<file path="src/rtl/cer_pkg.sv">
// cer_pkg: constants, enums and carriers for exception entry and return
// assumes one core clock and a pipeline that offers one instruction slot
//
// Behaviour
// RULE1 - return loads counter from backup counter
// RULE2 - return copies saved flags into live flags
// RULE3 - saved bits undefined after return
// RULE4 - vector table starts at address zero
// RULE5 - sixteen trap vectors, four bytes apart
// RULE6 - break and peripheral vectors, clear mode
// RULE7 - flash reprogramming moves power-on vector
// RULE8 - reserved opcode raises undefined-opcode fault
// RULE9 - faulting opcode has no effect
// RULE10 - undefined opcode beats peripheral interrupt
// RULE11 - entry first saves the live flags
// RULE12 - faults keep mode, clear enable, carry
// RULE13 - faults save the faulting instruction address
// RULE14 - backup bit shows halfword position
// RULE15 - return clears two low address bits
// RULE16 - undefined opcode vectors to 0x20
// RULE17 - misaligned access vectors to 0x30
// RULE18 - vector entry holds jump to handler
// RULE19 - handler pushes backup, status, registers
// RULE20 - handler pops them, then returns
// RULE21 - odd halfword address is misaligned
// RULE22 - unaligned word or lock access misaligned
// RULE23 - misaligned access makes no memory access
// RULE24 - peripheral interrupt needs boundary and enable
// RULE25 - entry order: save, update, capture, vector
// RULE26 - fault wins, interrupt stays pending
package cer_pkg;

  localparam int ADDR_W = 32;
  localparam int OPC_W = 16;
  localparam logic [31:0] VEC_POWER_ON = 32'h0000_0000;
  localparam logic [31:0] VEC_POWER_ON_FLASH = 32'h0080_1000;
  localparam logic [31:0] VEC_SYS_BREAK = 32'h0000_0010;
  localparam logic [31:0] VEC_UNDEF = 32'h0000_0020;
  localparam logic [31:0] VEC_MISALIGN = 32'h0000_0030;
  localparam logic [31:0] VEC_TRAP_BASE = 32'h0000_0040;
  localparam logic [31:0] VEC_PERIPH = 32'h0000_0080;
  localparam logic [31:0] NEXT_INSTR_STEP = 32'h0000_0004;
  localparam logic [1:0] WORD_ALIGNED = 2'h0;
  // halfword position bit, bit 30 in msb-first numbering
  localparam int HALF_POS_BIT = 1;
  localparam int MAJOR_MSB = 15;
  localparam int MAJOR_LSB = 12;
  localparam logic [1:0] BOOT_WAIT = 2'h3;
  localparam logic RESET_FLAG = 1'h0;

  typedef enum logic [2:0]
  {
    CER_MEM_NONE = 3'h0,
    CER_MEM_HALF_S = 3'h1,
    CER_MEM_HALF_U = 3'h2,
    CER_MEM_HALF_W = 3'h3,
    CER_MEM_WORD_R = 3'h4,
    CER_MEM_WORD_W = 3'h5,
    CER_MEM_LOCK_R = 3'h6,
    CER_MEM_UNLOCK_W = 3'h7
  } cer_mem_e;

  typedef enum logic [2:0]
  {
    CER_CAUSE_NONE = 3'h0,
    CER_CAUSE_SYS_BREAK = 3'h1,
    CER_CAUSE_UNDEF = 3'h2,
    CER_CAUSE_MISALIGN = 3'h3,
    CER_CAUSE_TRAP = 3'h4,
    CER_CAUSE_PERIPH = 3'h5,
    CER_CAUSE_POWER_ON = 3'h6
  } cer_cause_e;

  typedef enum logic [2:0]
  {
    CER_IDLE = 3'h0,
    CER_SAVE = 3'h1,
    CER_UPDATE = 3'h3,
    CER_CAPTURE = 3'h2,
    CER_VECTOR = 3'h6,
    CER_BOOT = 3'h7
  } cer_state_e;

  typedef struct packed
  {
    logic valid;
    logic [31:0] instr_addr;
    logic [15:0] opcode;
    cer_mem_e mem_kind;
    logic [1:0] mem_addr_low;
    logic trap;
    logic [3:0] trap_num;
    logic return_from_handler_op;
    logic break_point;
  } cer_slot_s;

  typedef struct packed
  {
    logic saved_stack_mode;
    logic saved_interrupt_enable;
    logic saved_arith_out_flag;
    logic stack_mode_select;
    logic interrupt_enable;
    logic carry_flag;
  } cer_psw_s;

endpackage

</file>
<file path="src/rtl/cer_top.sv">
// cer_top: exception entry and return sequencer of the core
// assumes the decode stage offers one slot a cycle on the core clock,
// honours squash, busy and redirect, and holds no slot while busy
`timescale 1ns/1ps
module cer_top
#(
  parameter logic [15:0] RESERVED_MAJOR = 16'h0000
)
(
  input wire logic clk,
  input wire logic rstn,
  input wire cer_pkg::cer_slot_s slot,
  input wire logic peripheral_irq,
  input wire logic system_break_irq_n,
  input wire logic flash_reprogram,
  input wire logic psw_wr,
  input wire cer_pkg::cer_psw_s psw_wr_data,
  input wire logic bpc_wr,
  input wire logic [31:0] bpc_wr_data,
  input wire logic carry_wr,
  input wire logic carry_in,
  output logic redirect,
  output logic [31:0] redirect_addr,
  output logic squash,
  output logic mem_inhibit,
  output logic busy,
  output cer_pkg::cer_psw_s processor_status_word,
  output logic [31:0] backup_program_counter,
  output cer_pkg::cer_cause_e cause,
  output logic undefined_opcode_fault,
  output logic misaligned_access_fault,
  output logic periph_ack,
  output logic sys_break_ack
);

////////////////////////////////////////////////////////////////////////////////
// declarations

cer_pkg::cer_state_e state;
cer_pkg::cer_state_e next_state;
cer_pkg::cer_cause_e next_cause;
logic [31:0] vec_q;
logic [31:0] next_vec;
logic [31:0] capt_q;
logic [31:0] next_capt;
logic [1:0] boot_cnt;
logic sbi_meta;
logic sbi_sync;
logic sbi_prev;
logic sbi_pending;
logic flash_meta;
logic flash_sync;
logic take_slot;
logic undef_hit;
logic misalign_hit;
logic word_break;
logic sbi_take;
logic periph_take;
logic trap_take;
logic return_take;
logic entry_take;
logic sbi_fall;

////////////////////////////////////////////////////////////////////////////////
// pin synchronisers

always_ff @(posedge clk or negedge rstn)
begin
  if (!rstn)
  begin
    sbi_meta <= 1'h1;
    sbi_sync <= 1'h1;
    sbi_prev <= 1'h1;
    flash_meta <= 1'h0;
    flash_sync <= 1'h0;
  end
  else
  begin
    sbi_meta <= system_break_irq_n;
    sbi_sync <= sbi_meta;
    sbi_prev <= sbi_sync;
    flash_meta <= flash_reprogram;
    flash_sync <= flash_meta;
  end
end

assign sbi_fall = sbi_prev & ~sbi_sync;
// a new falling edge wins over the clear of the same cycle
always_ff @(posedge clk or negedge rstn)
begin
  if (!rstn)
  begin
    sbi_pending <= 1'h0;
  end
  else if (sbi_fall)
  begin
    sbi_pending <= 1'h1;
  end
  else if (sbi_take)
  begin
    sbi_pending <= 1'h0;
  end
end

////////////////////////////////////////////////////////////////////////////////
// detection and priority

function automatic logic misaligned(input cer_pkg::cer_mem_e kind,
                                    input logic [1:0] low);
  logic hit;
  hit = 1'h0;
  unique case (kind)
    cer_pkg::CER_MEM_HALF_S,
    cer_pkg::CER_MEM_HALF_U,
    cer_pkg::CER_MEM_HALF_W: hit = low[0]; // see RULE21
    cer_pkg::CER_MEM_WORD_R,
    cer_pkg::CER_MEM_WORD_W,
    cer_pkg::CER_MEM_LOCK_R,
    cer_pkg::CER_MEM_UNLOCK_W:
      hit = (low != cer_pkg::WORD_ALIGNED); // see RULE22
    cer_pkg::CER_MEM_NONE: hit = 1'h0;
  endcase
  return hit;
endfunction

assign take_slot = slot.valid & ~busy & (state == cer_pkg::CER_IDLE);
assign undef_hit = take_slot & // see RULE8
  RESERVED_MAJOR[slot.opcode[cer_pkg::MAJOR_MSB:cer_pkg::MAJOR_LSB]];
assign misalign_hit = take_slot & ~undef_hit &
  misaligned(slot.mem_kind, slot.mem_addr_low);
assign word_break = slot.break_point &
  (slot.instr_addr[1:0] == cer_pkg::WORD_ALIGNED);
// faults of the slot come first; the irq line is left pending
assign sbi_take = take_slot & ~undef_hit & ~misalign_hit & word_break &
  sbi_pending; // see RULE26
assign periph_take = take_slot & ~undef_hit & ~misalign_hit & word_break &
  ~sbi_pending & peripheral_irq &
  processor_status_word.interrupt_enable; // see RULE10 see RULE24
assign trap_take = take_slot & ~undef_hit & ~misalign_hit & ~sbi_take &
  ~periph_take & slot.trap;
assign return_take = take_slot & ~undef_hit & ~misalign_hit & ~sbi_take &
  ~periph_take & ~slot.trap & slot.return_from_handler_op;
assign entry_take = undef_hit | misalign_hit | sbi_take | periph_take |
  trap_take;

always_comb
begin
  next_cause = cer_pkg::CER_CAUSE_NONE;
  next_vec = cer_pkg::VEC_POWER_ON;
  next_capt = slot.instr_addr;
  if (undef_hit)
  begin
    next_cause = cer_pkg::CER_CAUSE_UNDEF;
    next_vec = cer_pkg::VEC_UNDEF; // see RULE16
    next_capt = slot.instr_addr; // see RULE13 see RULE14
  end
  else if (misalign_hit)
  begin
    next_cause = cer_pkg::CER_CAUSE_MISALIGN;
    next_vec = cer_pkg::VEC_MISALIGN; // see RULE17
    next_capt = slot.instr_addr; // see RULE13 see RULE14
  end
  else if (sbi_take)
  begin
    next_cause = cer_pkg::CER_CAUSE_SYS_BREAK;
    next_vec = cer_pkg::VEC_SYS_BREAK; // see RULE6
  end
  else if (periph_take)
  begin
    next_cause = cer_pkg::CER_CAUSE_PERIPH;
    next_vec = cer_pkg::VEC_PERIPH; // see RULE6
  end
  else if (trap_take)
  begin
    next_cause = cer_pkg::CER_CAUSE_TRAP;
    next_vec = cer_pkg::VEC_TRAP_BASE |
      {26'h0, slot.trap_num, 2'h0}; // see RULE5
    next_capt = slot.instr_addr + cer_pkg::NEXT_INSTR_STEP;
  end
  else if (return_take)
  begin
    next_vec = {backup_program_counter[31:2],
      cer_pkg::WORD_ALIGNED}; // see RULE1 see RULE15
  end
end

////////////////////////////////////////////////////////////////////////////////
// sequencer

always_comb
begin
  next_state = state;
  unique case (state)
    cer_pkg::CER_IDLE:
    begin
      if (entry_take)
      begin
        next_state = cer_pkg::CER_SAVE;
      end
      else if (return_take)
      begin
        next_state = cer_pkg::CER_VECTOR;
      end
    end
    cer_pkg::CER_SAVE: next_state = cer_pkg::CER_UPDATE; // see RULE25
    cer_pkg::CER_UPDATE: next_state = cer_pkg::CER_CAPTURE;
    cer_pkg::CER_CAPTURE: next_state = cer_pkg::CER_VECTOR;
    cer_pkg::CER_VECTOR: next_state = cer_pkg::CER_IDLE;
    cer_pkg::CER_BOOT:
    begin
      if (boot_cnt == cer_pkg::BOOT_WAIT)
      begin
        next_state = cer_pkg::CER_VECTOR;
      end
    end
    default: next_state = cer_pkg::CER_IDLE;
  endcase
end

// the boot count lets the flash pin settle through its synchroniser
always_ff @(posedge clk or negedge rstn)
begin
  if (!rstn)
  begin
    state <= cer_pkg::CER_BOOT;
    boot_cnt <= 2'h0;
  end
  else
  begin
    state <= next_state;
    if (state == cer_pkg::CER_BOOT)
    begin
      boot_cnt <= boot_cnt + 2'h1;
    end
  end
end

always_ff @(posedge clk or negedge rstn)
begin
  if (!rstn)
  begin
    cause <= cer_pkg::CER_CAUSE_POWER_ON;
    vec_q <= cer_pkg::VEC_POWER_ON;
    capt_q <= 32'h0;
  end
  else if (state == cer_pkg::CER_BOOT)
  begin
    vec_q <= flash_sync ? cer_pkg::VEC_POWER_ON_FLASH
                        : cer_pkg::VEC_POWER_ON; // see RULE4 see RULE7
  end
  else if (entry_take)
  begin
    cause <= next_cause;
    vec_q <= next_vec;
    capt_q <= next_capt;
  end
  else if (return_take)
  begin
    vec_q <= next_vec;
  end
end

////////////////////////////////////////////////////////////////////////////////
// pipeline handshake outputs

always_ff @(posedge clk or negedge rstn)
begin
  if (!rstn)
  begin
    busy <= 1'h1;
  end
  else if (entry_take | return_take)
  begin
    busy <= 1'h1;
  end
  else if (state == cer_pkg::CER_IDLE)
  begin
    busy <= 1'h0;
  end
end

// the vector entry holds the jump the core then fetches
always_ff @(posedge clk or negedge rstn)
begin
  if (!rstn)
  begin
    redirect <= 1'h0;
    redirect_addr <= cer_pkg::VEC_POWER_ON;
  end
  else if (state == cer_pkg::CER_VECTOR)
  begin
    redirect <= 1'h1; // see RULE18
    redirect_addr <= vec_q;
  end
  else
  begin
    redirect <= 1'h0;
  end
end

// squash kills the slot and everything younger
always_ff @(posedge clk or negedge rstn)
begin
  if (!rstn)
  begin
    squash <= 1'h0;
    mem_inhibit <= 1'h0;
    undefined_opcode_fault <= 1'h0;
    misaligned_access_fault <= 1'h0;
    periph_ack <= 1'h0;
    sys_break_ack <= 1'h0;
  end
  else
  begin
    squash <= entry_take; // see RULE9 see RULE26
    mem_inhibit <= undef_hit | misalign_hit; // see RULE23
    undefined_opcode_fault <= undef_hit;
    misaligned_access_fault <= misalign_hit;
    periph_ack <= periph_take;
    sys_break_ack <= sbi_take;
  end
end

////////////////////////////////////////////////////////////////////////////////
// status word

always_ff @(posedge clk or negedge rstn)
begin
  if (!rstn)
  begin
    processor_status_word <= '0;
  end
  else if (state == cer_pkg::CER_SAVE)
  begin
    processor_status_word.saved_stack_mode <=
      processor_status_word.stack_mode_select; // see RULE11
    processor_status_word.saved_interrupt_enable <=
      processor_status_word.interrupt_enable;
    processor_status_word.saved_arith_out_flag <=
      processor_status_word.carry_flag;
  end
  else if (state == cer_pkg::CER_UPDATE)
  begin
    if (cause == cer_pkg::CER_CAUSE_SYS_BREAK ||
        cause == cer_pkg::CER_CAUSE_PERIPH)
    begin
      processor_status_word.stack_mode_select <=
        cer_pkg::RESET_FLAG; // see RULE6
    end
    processor_status_word.interrupt_enable <=
      cer_pkg::RESET_FLAG; // see RULE12
    processor_status_word.carry_flag <= cer_pkg::RESET_FLAG;
  end
  else if (return_take)
  begin
    // saved bits are left as they are; software must not trust them
    processor_status_word.stack_mode_select <=
      processor_status_word.saved_stack_mode; // see RULE2 see RULE3
    processor_status_word.interrupt_enable <=
      processor_status_word.saved_interrupt_enable;
    processor_status_word.carry_flag <=
      processor_status_word.saved_arith_out_flag;
  end
  else if (psw_wr && state == cer_pkg::CER_IDLE && !busy)
  begin
    processor_status_word <= psw_wr_data;
  end
  else if (carry_wr && state == cer_pkg::CER_IDLE && !busy)
  begin
    processor_status_word.carry_flag <= carry_in;
  end
end

////////////////////////////////////////////////////////////////////////////////
// backup program counter

always_ff @(posedge clk or negedge rstn)
begin
  if (!rstn)
  begin
    backup_program_counter <= 32'h0;
  end
  else if (state == cer_pkg::CER_CAPTURE)
  begin
    backup_program_counter <= capt_q; // see RULE13 see RULE14
  end
  else if (bpc_wr && state == cer_pkg::CER_IDLE && !busy)
  begin
    backup_program_counter <= bpc_wr_data;
  end
end

endmodule // cer_top

</file>
<file path="config.mk">
export PLATFORM = sky130hd
export DESIGN_NAME = cer_top
export DESIGN_NICKNAME = d
export VERILOG_FILES = /design/src/rtl/cer_pkg.sv /design/src/rtl/cer_top.sv
export SDC_FILE = /design/constraint.sdc
export NUM_CORES = 1
export LEC_CHECK = 0
export BUFFER_PORTS_ARGS = -buffer_cell sky130_fd_sc_hd__buf_2
export CAP_MARGIN = 25
export CORE_ASPECT_RATIO = 0.8
export CORE_MARGIN = 2
export CORE_UTILIZATION = 47
export DETAILED_ROUTE_END_ITERATION = 16
export MAX_ROUTING_LAYER = met4
export PLACE_DENSITY = 0.76
export SYNTH_ARGS = -nofsm -noshare
export SYNTH_HDL_FRONTEND = slang
export SYNTH_SLANG_ARGS = --single-unit
</file>
<file path="constraint.sdc">
create_clock -name clk -period 2.4 [get_ports clk]
set_clock_uncertainty 0.2 [all_clocks]
set_input_delay 0.24 -clock clk [delete_from_list [all_inputs] [get_ports clk]]
set_output_delay 0.24 -clock clk [all_outputs]
set_load 0.1 [all_outputs]
</file>
# --- Word level (Yosys, flattened, before mapping) ---
# Memories as Yosys holds them, arrays and structs flattened.
# Cells that the tools add are included.
word_totals:
  input_bits: 108
  out_inout_bits: 81
  mem_bits_rw: 0
  elab_cells: 153
  regBits: 156
  mem_bits_ro: 16
  latchBits: 0
  memories: 1
memory_table:
  columns: ["memory", "words", "width", "rd", "rd_ports_with_merged_regs", "write_ports", "line_no", "text"]
  rows:
  - ["(name not given)", 16, 1, 1, 0, 0, "cer_top.sv:128", "RESERVED_MAJOR[slot.opcode[cer_pkg::MAJOR_MSB:cer_pkg::MAJOR_LSB]];"]
classes:
  shifts: 0
  n_reduce_logical: 27
  n_mux: 42
  n_bitwise: 33
  div_mod_pow: 0
  addsub: 2
  eq_ne: 20
  magnitude_cmp: 1
  n_mul: 0
op_table:
  columns: ["operator", "count"]
  rows:
  - ["two-way mux 32 bit", 16]
  - ["two-way mux 3 bit", 13]
  - ["adder 32 x 3 -> 32 bit, second input constant", 1]
  - ["two-way mux 24 bit", 1]
  - ["equality test 3 bit, second input constant", 7]
  - ["AND 1 bit", 18]
  - ["one-hot mux 3 bit (5 select lines)", 1]
  - ["equality test 3 x 2 -> 1 bit, second input constant", 4]
  - ["NOT 1 bit", 10]
  - ["nonzero test 2 bit", 5]
  - ["equality test 3 x 1 -> 1 bit, second input constant", 3]
  - ["two-way mux 1 bit", 9]
  - ["AND reduction 2 bit", 4]
  - ["logical AND 1 bit", 6]
  - ["zero test 3 bit", 2]
  - ["AND reduction 3 bit", 2]
  - ["nonzero test 3 bit", 2]
  - ["< comparator 4 x 5 -> 1 bit, second input constant", 1]
  - ["two-way mux 5 bit", 1]
  - ["OR 1 bit", 5]
  - ["!= test 2 x 1 -> 1 bit, second input constant", 2]
  - ["!= test 2 bit, second input constant", 2]
  - ["nonzero test 4 bit", 1]
  - ["OR reduction 4 bit", 1]
  - ["other kinds (8)", 8]

# --- Logic depth before layout (Yosys ltp) ---
# Gate-level depths: netlist of run 1.
depth:
  depth_word: 26
  ltp_mapped: 8
  ltp_nobuf: 6

# --- Worst setup path after synthesis of run 1 ---
# No wires, ideal clock.
synth_timing:
  path_kind: "flip-flop to flip-flop"
  start: "reg processor_status_word[1] in the netlist's numbering"
  end: "reg cause[2]"
  setup_time_ps: 82
  arrival_ps: 2570
  period_less_slack_ps: 2852
  stages_incl_launch_ff: 7
  required_ps: 2118
  path_buffers: 2
  path_slack_ps: -452
  cell_sequence: "dfrtp_1 > a21oi_1 > o311ai_1 > buf_2 > clkbuf_1 > nand2_1 > a211o_1"
synth_via:
  elab_chain_len: 9
  elab_cells_between_ends: 12
  classes_between: "mux (5); bitwise (6); reduce/logical (1)"
synth_lines:
  columns: ["item", "line_no", "text"]
  rows:
  - ["start, declared", "cer_top.sv:27", "output cer_pkg::cer_psw_s processor_status_word,"]
  - ["start signal, assigned", "cer_top.sv:366", "processor_status_word <= psw_wr_data;"]
  - ["AND 1 bit *", "cer_top.sv:137", "~sbi_pending & peripheral_irq &"]
  - ["NOT 1 bit", "cer_top.sv:140", "~periph_take & slot.trap;"]
  - ["AND 1 bit", "cer_top.sv:139", "assign trap_take = take_slot & ~undef_hit & ~misalign_hit & ~sbi_take &"]
  - ["AND 1 bit", "cer_top.sv:140", null]
  - ["two-way mux 3 bit", "cer_top.sv:173", "else if (trap_take)"]
  - ["two-way mux 3 bit", "cer_top.sv:168", "else if (periph_take)"]
  - ["two-way mux 3 bit", "cer_top.sv:163", "else if (sbi_take)"]
  - ["two-way mux 3 bit", "cer_top.sv:157", "else if (misalign_hit)"]
  - ["two-way mux 3 bit", "cer_top.sv:151", "if (undef_hit)"]
  - ["end signal, assigned", "cer_top.sv:242", "cause <= cer_pkg::CER_CAUSE_POWER_ON;"]
  - ["end signal, assigned", "cer_top.sv:253", "cause <= next_cause;"]
  - ["end, declared", "cer_top.sv:29", "output cer_pkg::cer_cause_e cause,"]
# Mark *: on every way between the ends. The rest lies on a longest branch, timed or not.
# A chain may end at the register's enable or synchronous reset.

# --- Final worst setup path of run 1 ---
layout_timing:
  start: "reg busy"
  end: "reg capt_q[22]"
layout_via:
  elab_chain_len: 21
  elab_cells_between_ends: 29
  classes_between: "mux (5); bitwise (23); reduce/logical (1)"
layout_lines:
  columns: ["item", "line_no", "text"]
  rows:
  - ["start, declared", "cer_top.sv:26", "output logic busy,"]
  - ["start signal, assigned", "cer_top.sv:270", "busy <= 1'h1;"]
  - ["start signal, assigned", "cer_top.sv:274", "busy <= 1'h1;"]
  - ["start signal, assigned", "cer_top.sv:278", "busy <= 1'h0;"]
  - ["NOT 1 bit *", "cer_top.sv:126", "assign take_slot = slot.valid & ~busy & (state == cer_pkg::CER_IDLE);"]
  - ["AND 1 bit * (2 in a row)", "cer_top.sv:126", null]
  - ["AND 1 bit", "cer_top.sv:127", "assign undef_hit = take_slot &"]
  - ["NOT 1 bit", null, null]
  - ["AND 1 bit", null, null]
  - ["AND 1 bit", "cer_top.sv:129", "assign misalign_hit = take_slot & ~undef_hit &"]
  - ["NOT 1 bit", "cer_top.sv:134, cer_top.sv:136, cer_top.sv:139", null]
  - ["AND 1 bit", "cer_top.sv:134, cer_top.sv:136, cer_top.sv:139", null]
  - ["[4 not listed]", null, null]
  - ["NOT 1 bit", "cer_top.sv:140", null]
  - ["AND 1 bit", "cer_top.sv:139", null]
  - ["AND 1 bit", "cer_top.sv:140", null]
  - ["two-way mux 32 bit", "cer_top.sv:173", null]
  - ["two-way mux 32 bit", "cer_top.sv:168", null]
  - ["two-way mux 32 bit", "cer_top.sv:163", null]
  - ["two-way mux 32 bit", "cer_top.sv:157", null]
  - ["two-way mux 32 bit", "cer_top.sv:151", null]
  - ["end signal, assigned", "cer_top.sv:255", "capt_q <= next_capt;"]
  - ["end, declared", "cer_top.sv:44", "logic [31:0] capt_q;"]
# Marked as above.

==> results of run 1 <==
## registers in the layout, summed over array words and instances (netlist names), 2 cells and up
signal                  cells
backup_program_counter     32
capt_q                     32
redirect_addr              30
vec_q                      30
processor_status_word       6
cause                       3
state                       3
boot_cnt                    2
## cells by family (layout without fill, tap and decap cells)
| group | count (synthesis) | after routing |
|---|---|---|
| adder cells (fa/ha/maj) | 2 | 2 |
| AND/OR/NAND/NOR | 176 | 176 |
| XOR/XNOR | 17 | 17 |
| flip-flops | 150 | 150 |
| multiplexers | 63 | 63 |
| buffers and inverters | 53 | 330 |
| other | 1 | 3 |
| AO/OA/AOI/OAI | 145 | 145 |
## Yosys cell counts (all sizes together), types with 6 or more instances
| cell | count | area, sq um |
|---|---|---|
| dfrtp | 141 | 3530 |
| nand2 | 78 | 293 |
| o21ai | 57 | 293 |
| mux2i | 32 | 320 |
| mux2 | 31 | 349 |
| clkbuf | 25 | 93.8 |
| a22o | 24 | 210 |
| nor2 | 22 | 82.6 |
| xnor2 | 16 | 140 |
| inv | 15 | 56.3 |
| nand3 | 14 | 70.1 |
| a21oi | 13 | 65.1 |
| nand4 | 13 | 81.3 |
| buf | 12 | 75.1 |
| nor4 | 11 | 120 |
| dfstp | 9 | 236 |
| a221o | 7 | 70.1 |
| nor3 | 7 | 35.0 |
| a21o | 6 | 45.0 |
## area by class of cell
class	count	area share
sequential	150	0.395
clock buffer	25	0.0519
timing repair buffer	282	0.209
inverter	16	0.00668
tap	184	0.0241
multi-input combinational	406	0.301
clock inverter	7	0.0122
## timing repair
| item | CTS | global route |
|---|---|---|
| hold buffers | 75 | 0 |
| endpoints found under the hold margin | 125 | 0 |
| pin swaps | 0 | 5 |
| setup buffers | 0 | 2 |
| cloned | 0 | 1 |
| setup endpoints to repair | 1 | 17 |
| resized for setup | 1 | 10 |
## worst max-delay path, delay by kind of cell, from the launching register on
kind / cells / cell delay [ns]
XOR/XNOR: 1 / 0.15
flip-flops: 1 / 0.49
AND/OR/NAND/NOR: 3 / 1.37
AO/OA/AOI/OAI: 1 / 0.07
## metal layers
metal  share of wire  vias to the layer above  global-route usage
met5               0                        -                   -
met4           0.017                        0              0.0803
met3           0.076                       36              0.0562
met2            0.49                      300               0.441
met1            0.42                     2996               0.355
li1                -                     2748                   -
## final timing paths
kind	from	endpoint	slack (ns)
max	busy$_DFFE_PN1P_	capt_q[22]$_DFFE_PN0P_	-0.005
min	slot[38]	capt_q[10]$_DFFE_PN0P_	0.03
max reg2reg	busy$_DFFE_PN1P_	capt_q[22]$_DFFE_PN0P_	-0.005
min reg2reg	flash_meta$_DFF_PN0_	flash_sync$_DFF_PN0_	0.16
max in group asynchronous	rstn	vec_q[28]$_DFFE_PN0P_	1.19
min in group asynchronous	rstn	redirect_addr[15]$_DFFE_PN0P_	0.16
## through the flow
step / setup slack (ns) / instance area (sq um) / TNS (ns) / total power, W
final: -0.00492 / 9550 / -0.00492 / 0.0144
after global routing: -0.0598 / 9550 / -0.0980 / 0.0150
after floorplan: -0.0200 / 6770 / -0.0200 / 0.00984
after global placement: 0.0290 / 8070 / 0 / 0.0112
after detailed placement: -0.000447 / 8070 / -0.000447 / 0.0114
after CTS: 0.00686 / 9440 / 0 / 0.0143
## power breakdown
part	internal, W	switching (W)
registers	0.00355	0.000699
clock network	0.00175	0.00102
logic	0.00167	0.00568
total	0.00697	0.00740
==> results.py, run 1 <==
metrics = {
    "logic_synthesis": {
        "muxShareOfSynthArea": 0.0991,
        "synth_seq_area_share": 0.558,
        "synthCells": 607,
        "ys_types": 65,
        "synth_edf_count": 0,
        "synth_xor_area_frac": 0.0221,
        "ys_warn_count": 0,
        "syn_avg_cell_area_sq_um": 11.1,
        "synth_fa_ha_area_frac": 0.00371,
        "synth-simple-area-share": 0.136,
        "yosys_most_used_dff": "dfrtp_1",
        "synth_compound_area_frac": 0.147,
        "ys_ff_latch": 150,
        "ys_async_sr_fraction": 1.00,
        "synth_area_sq_mm": 0.00675,
        "synth_top_family_by_area": "compound AO/OA/AOI/OAI gates",
    },
    "placement": {
        "hpwl_mm": 13.7,
        "place_inst": 960,
        "place_congestion": 0.868,
        "io_buffer_count": 169,
    },
    "timing": {
        "hold_violations": 0,
        "timing.slew.headroom": 0.619,
        "fin_hold_ws_ns": 0.0254,
        "setup_viol": 1,
        "setup_slack_ns": -0.00492,
        "fmax_mhz": 416,
        "rsz0062_at_grt": "true",
        "final-max-slew-violation-count": 0,
        "fin_crit_sh": 1.00,
        "worst_slew_pin_slew_ns": 0.572,
        "finalWorstPathRequiredPeriod_ns": 2.40,
    },
    "finish": {
        "final_cells": 1070,
        "layout_common_cells": "buf_2, dfrtp_1, nand2_1",
        "utilization": 0.675,
        "diodes": 0,
        "fillCellCount": 1024,
        "multi_input_area_sq_mm": 0.00288,
        "syn2layout_area_growth_pct": 41.4,
        "mostFrequentLayoutCell": "buf_2",
        "final_nets": 983,
        "layout-drive-gt1-share": 0.341,
        "seq_area_sq_mm": 0.00377,
    },
    "min_path": {
        "whs_path_depth": 3,
        "hold_class": "primary input to flip-flop",
    },
    "cts": {
        "clockBufferDepth": 2,
        "htree_levels": 4,
        "clk_latency_ns": 0.43,
        "cts_root_buf": "clkbuf_16",
        "clkSinkCount": 150,
        "cts_tree": "done",
        "path_clk_slew_ns": 0.06,
        "cts_buffers": 17,
    },
    "global_routing": {
        "antenna_found_initial": 0,
        "grt_first_pass_wirelength_mm": 32.1,
        "grt_pass1_vias": 6132,
        "grt_max_degree": 58,
        "grt_usage": 0.274,
        "grt_overflow_total": 0,
    },
    "worst_setup_path": {
        "rr_worst_depth": 5,
        "endpoint_kind": "flip-flop",
        "critical_path_required_ns": 2.50,
        "cpMostUsedCell": "or4_4",
        "worstPathMaxFanout": 5,
        "cp.arrival_ns": 2.51,
        "cpMaxStageDelayCell": "or4_4",
        "criticalPathCategory": "flip-flop to flip-flop",
        "start_kind": "flip-flop",
        "path_cells": "or4_4, or4_4, nor4_4, xnor2_2, o21ai_2",
        "cp_slowest_stage_delay_ns": 0.56,
    },
    "power": {
        "ir_worst_vdd_mv": 1.23,
        "p_leak_nw": 4.59,
        "powerDensity_mw_per_mm2": 1500,
    },
    "run_status": {
        "outcome": "complete, but fails checks",
        "violations": "setup timing",
    },
    "run": {
        "cap_violations": 0,
    },
    "drt": {
        "via_count": 6080,
        "via_per_inst": 5.68,
        "wire_per_inst_um": 18.9,
        "drt_first_pass_iters": 5,
        "first_iter_violations": 460,
        "drc": 0,
        "drt-total-wl_mm": 20.2,
        "drtAntennaViolNets": 0,
    },
    "die": {
        "die_w_um": 138,
        "coreArea_sq_mm": 0.0142,
        "initial_utilization": 0.477,
        "pin_count": 189,
        "die_y_um": 111,
        "dieArea_sq_mm": 0.0153,
        "fp-row-count": 39,
    },
}
(Power assumes the default switching activity.)
==> run 2: changes to the inputs <==
CORE_MARGIN = default   (was 2)
==> results.py, run 2 (same netlist as run 1, synthesis figures left out) <==
metrics = {
    "run_status": {
        "outcome": "complete, but fails checks",
        "violations": "setup timing",
    },
    "finish": {
        "diodes": 0,
        "layout_common_cells": "buf_2, dfrtp_1, nand2_1",
        "utilization": 0.686,
        "layout-drive-gt1-share": 0.347,
        "syn2layout_area_growth_pct": 40.2,
        "mostFrequentLayoutCell": "buf_2",
        "reg_top3": "backup_program_counter: 32 flops, capt_q: 32 flops",
        "final_cells": 1071,
        "final_nets": 988,
    },
    "timing": {
        "final-max-slew-violation-count": 0,
        "worst_slew_pin_slew_ns": 0.592,
        "timing.slew.headroom": 0.605,
        "tns_ns": -0.0249,
        "finalWorstPathRequiredPeriod_ns": 2.42,
        "fin_crit_sh": 1.01,
        "fmax_mhz": 412,
        "rsz0062_at_grt": "true",
        "hold_violations": 0,
        "setup_viol": 1,
        "setup_slack_ns": -0.0249,
    },
    "placement": {
        "io_buffer_count": 169,
        "place_inst": 961,
        "place_congestion": 0.914,
        "hpwl_mm": 13.5,
    },
    "die": {
        "pin_count": 189,
        "die_y_um": 109,
        "die_w_um": 136,
        "coreArea_sq_mm": 0.0138,
        "dieArea_sq_mm": 0.0149,
        "fp-row-count": 38,
        "initial_utilization": 0.490,
    },
    "global_routing": {
        "antenna_found_initial": 0,
        "grt_pass1_vias": 5854,
        "grt_max_degree": 61,
        "grt_overflow_total": 0,
        "grt_usage": 0.278,
        "grt_first_pass_wirelength_mm": 30.3,
    },
    "cts": {
        "cts_buffers": 17,
        "cts_tree": "done",
        "htree_levels": 4,
        "cts_root_buf": "clkbuf_16",
        "clkSinkCount": 150,
        "clk_latency_ns": 0.41,
        "clockBufferDepth": 2,
        "path_clk_slew_ns": 0.06,
    },
    "drt": {
        "drc": 0,
        "drt-total-wl_mm": 19.5,
        "first_iter_violations": 436,
        "drt_first_pass_iters": 5,
        "via_count": 6016,
        "wire_per_inst_um": 18.2,
        "via_per_inst": 5.62,
        "drtAntennaViolNets": 0,
    },
    "worst_setup_path": {
        "worstPathMaxFanout": 5,
        "rrSetupSlack_ns": -0.02,
        "endpoint_kind": "flip-flop",
        "cp_slowest_stage_delay_ns": 0.55,
        "rr_endpoint": "capt_q[24]$_DFFE_PN0P_",
        "start_kind": "flip-flop",
        "cp_top_family": "simple AND/OR/NAND/NOR gates",
        "cpMaxStageDelayCell": "or4_4",
        "critical_path_required_ns": 2.49,
        "rr_worst_depth": 5,
        "cp.arrival_ns": 2.52,
        "path_cells": "or4_4, or4_4, nor4_4, xnor2_2, o21ai_2",
        "criticalPathCategory": "flip-flop to flip-flop",
        "r2r-start": "busy$_DFFE_PN1P_",
        "cpMostUsedCell": "or4_4",
        "worst-path-buf-inv": 0,
    },
    "power": {
        "p_leak_nw": 4.56,
        "powerDensity_mw_per_mm2": 1490,
        "power_w": 0.0141,
        "ir_worst_vdd_mv": 1.19,
    },
    "min_path": {
        "whs_endpoint": "periph_ack$_DFF_PN0_",
        "hold_class": "primary input to flip-flop",
        "worstHoldStart": "peripheral_irq",
        "whs_path_depth": 4,
    },
    "run": {
        "cap_violations": 0,
    },
}
## run 2: what timing repair did
action / in CTS / in global routing
endpoints found under the hold margin: 131 / 0
pin swaps: 0 / 5
endpoints found under the setup margin: 7 / 14
resized for setup: 2 / 9
buffers inserted: 0 / 2
hold buffers: 76 / 0
## run 2: final cells by class
type,count,area (sq um)
clock buffer,18,429
fill,1031,4330
clock inverter,14,119
inverter,16,60.1
sequential,150,3770
tap,180,225
timing repair buffer,287,1990
multi-input combinational,406,2860
## run 2: power breakdown
group	leakage (nW)	switching [W]	total (W)	internal, W
clock	0.258	0.00114	0.00249	0.00135
sequential	1.90	0.000689	0.00424	0.00355
combinational	2.41	0.00567	0.00734	0.00168
total	4.56	0.00750	0.0141	0.00658
## run 2: how the worst max path moves through the flow
stage / from / to / slack [ns] / depth (start not counted)
2_1_floorplan: processor_status_word[1]$_DFFE_PN0P_ / cause[2]$_DFFE_PN1P_ / -0.02 / 6
3_3_place_gp: busy$_DFFE_PN1P_ / capt_q[22]$_DFFE_PN0P_ / 0.06 / 5
3_5_place_dp: busy$_DFFE_PN1P_ / capt_q[30]$_DFFE_PN0P_ / -0.01 / 5
4_1_cts: busy$_DFFE_PN1P_ / capt_q[24]$_DFFE_PN0P_ / -0.01 / 5
5_1_grt: busy$_DFFE_PN1P_ / capt_q[24]$_DFFE_PN0P_ / -0.07 / 5
6_report: busy$_DFFE_PN1P_ / capt_q[24]$_DFFE_PN0P_ / -0.02 / 5
## run 2: worst reg2reg max path, delay by kind of cell (launching register included)
family | cells | cell delay, ns
AO/OA/AOI/OAI | 1 | 0.06
XOR/XNOR | 1 | 0.16
flip-flops | 1 | 0.49
AND/OR/NAND/NOR | 3 | 1.40
## run 2: layer usage
layer | share of wire | routed length (um) | track usage
met4 | 0.024 | 460 | 0.0992
met3 | 0.068 | 1320 | 0.0623
met5 | 0 | 0 | -
met1 | 0.43 | 8470 | 0.360
met2 | 0.47 | 9240 | 0.431
## run 2: per-stage QoR
stage	hold slack [ns]	cell area, sq um	setup slack (ns)
5_1_grt	0.0103	9460	-0.0714
3_3_place_gp	0.0446	8090	0.0559
4_1_cts	0.00738	9410	-0.0120
2_1_floorplan	-0.256	6770	-0.0200
3_5_place_dp	0.0522	8090	-0.0146
6_report	0.0200	9460	-0.0249
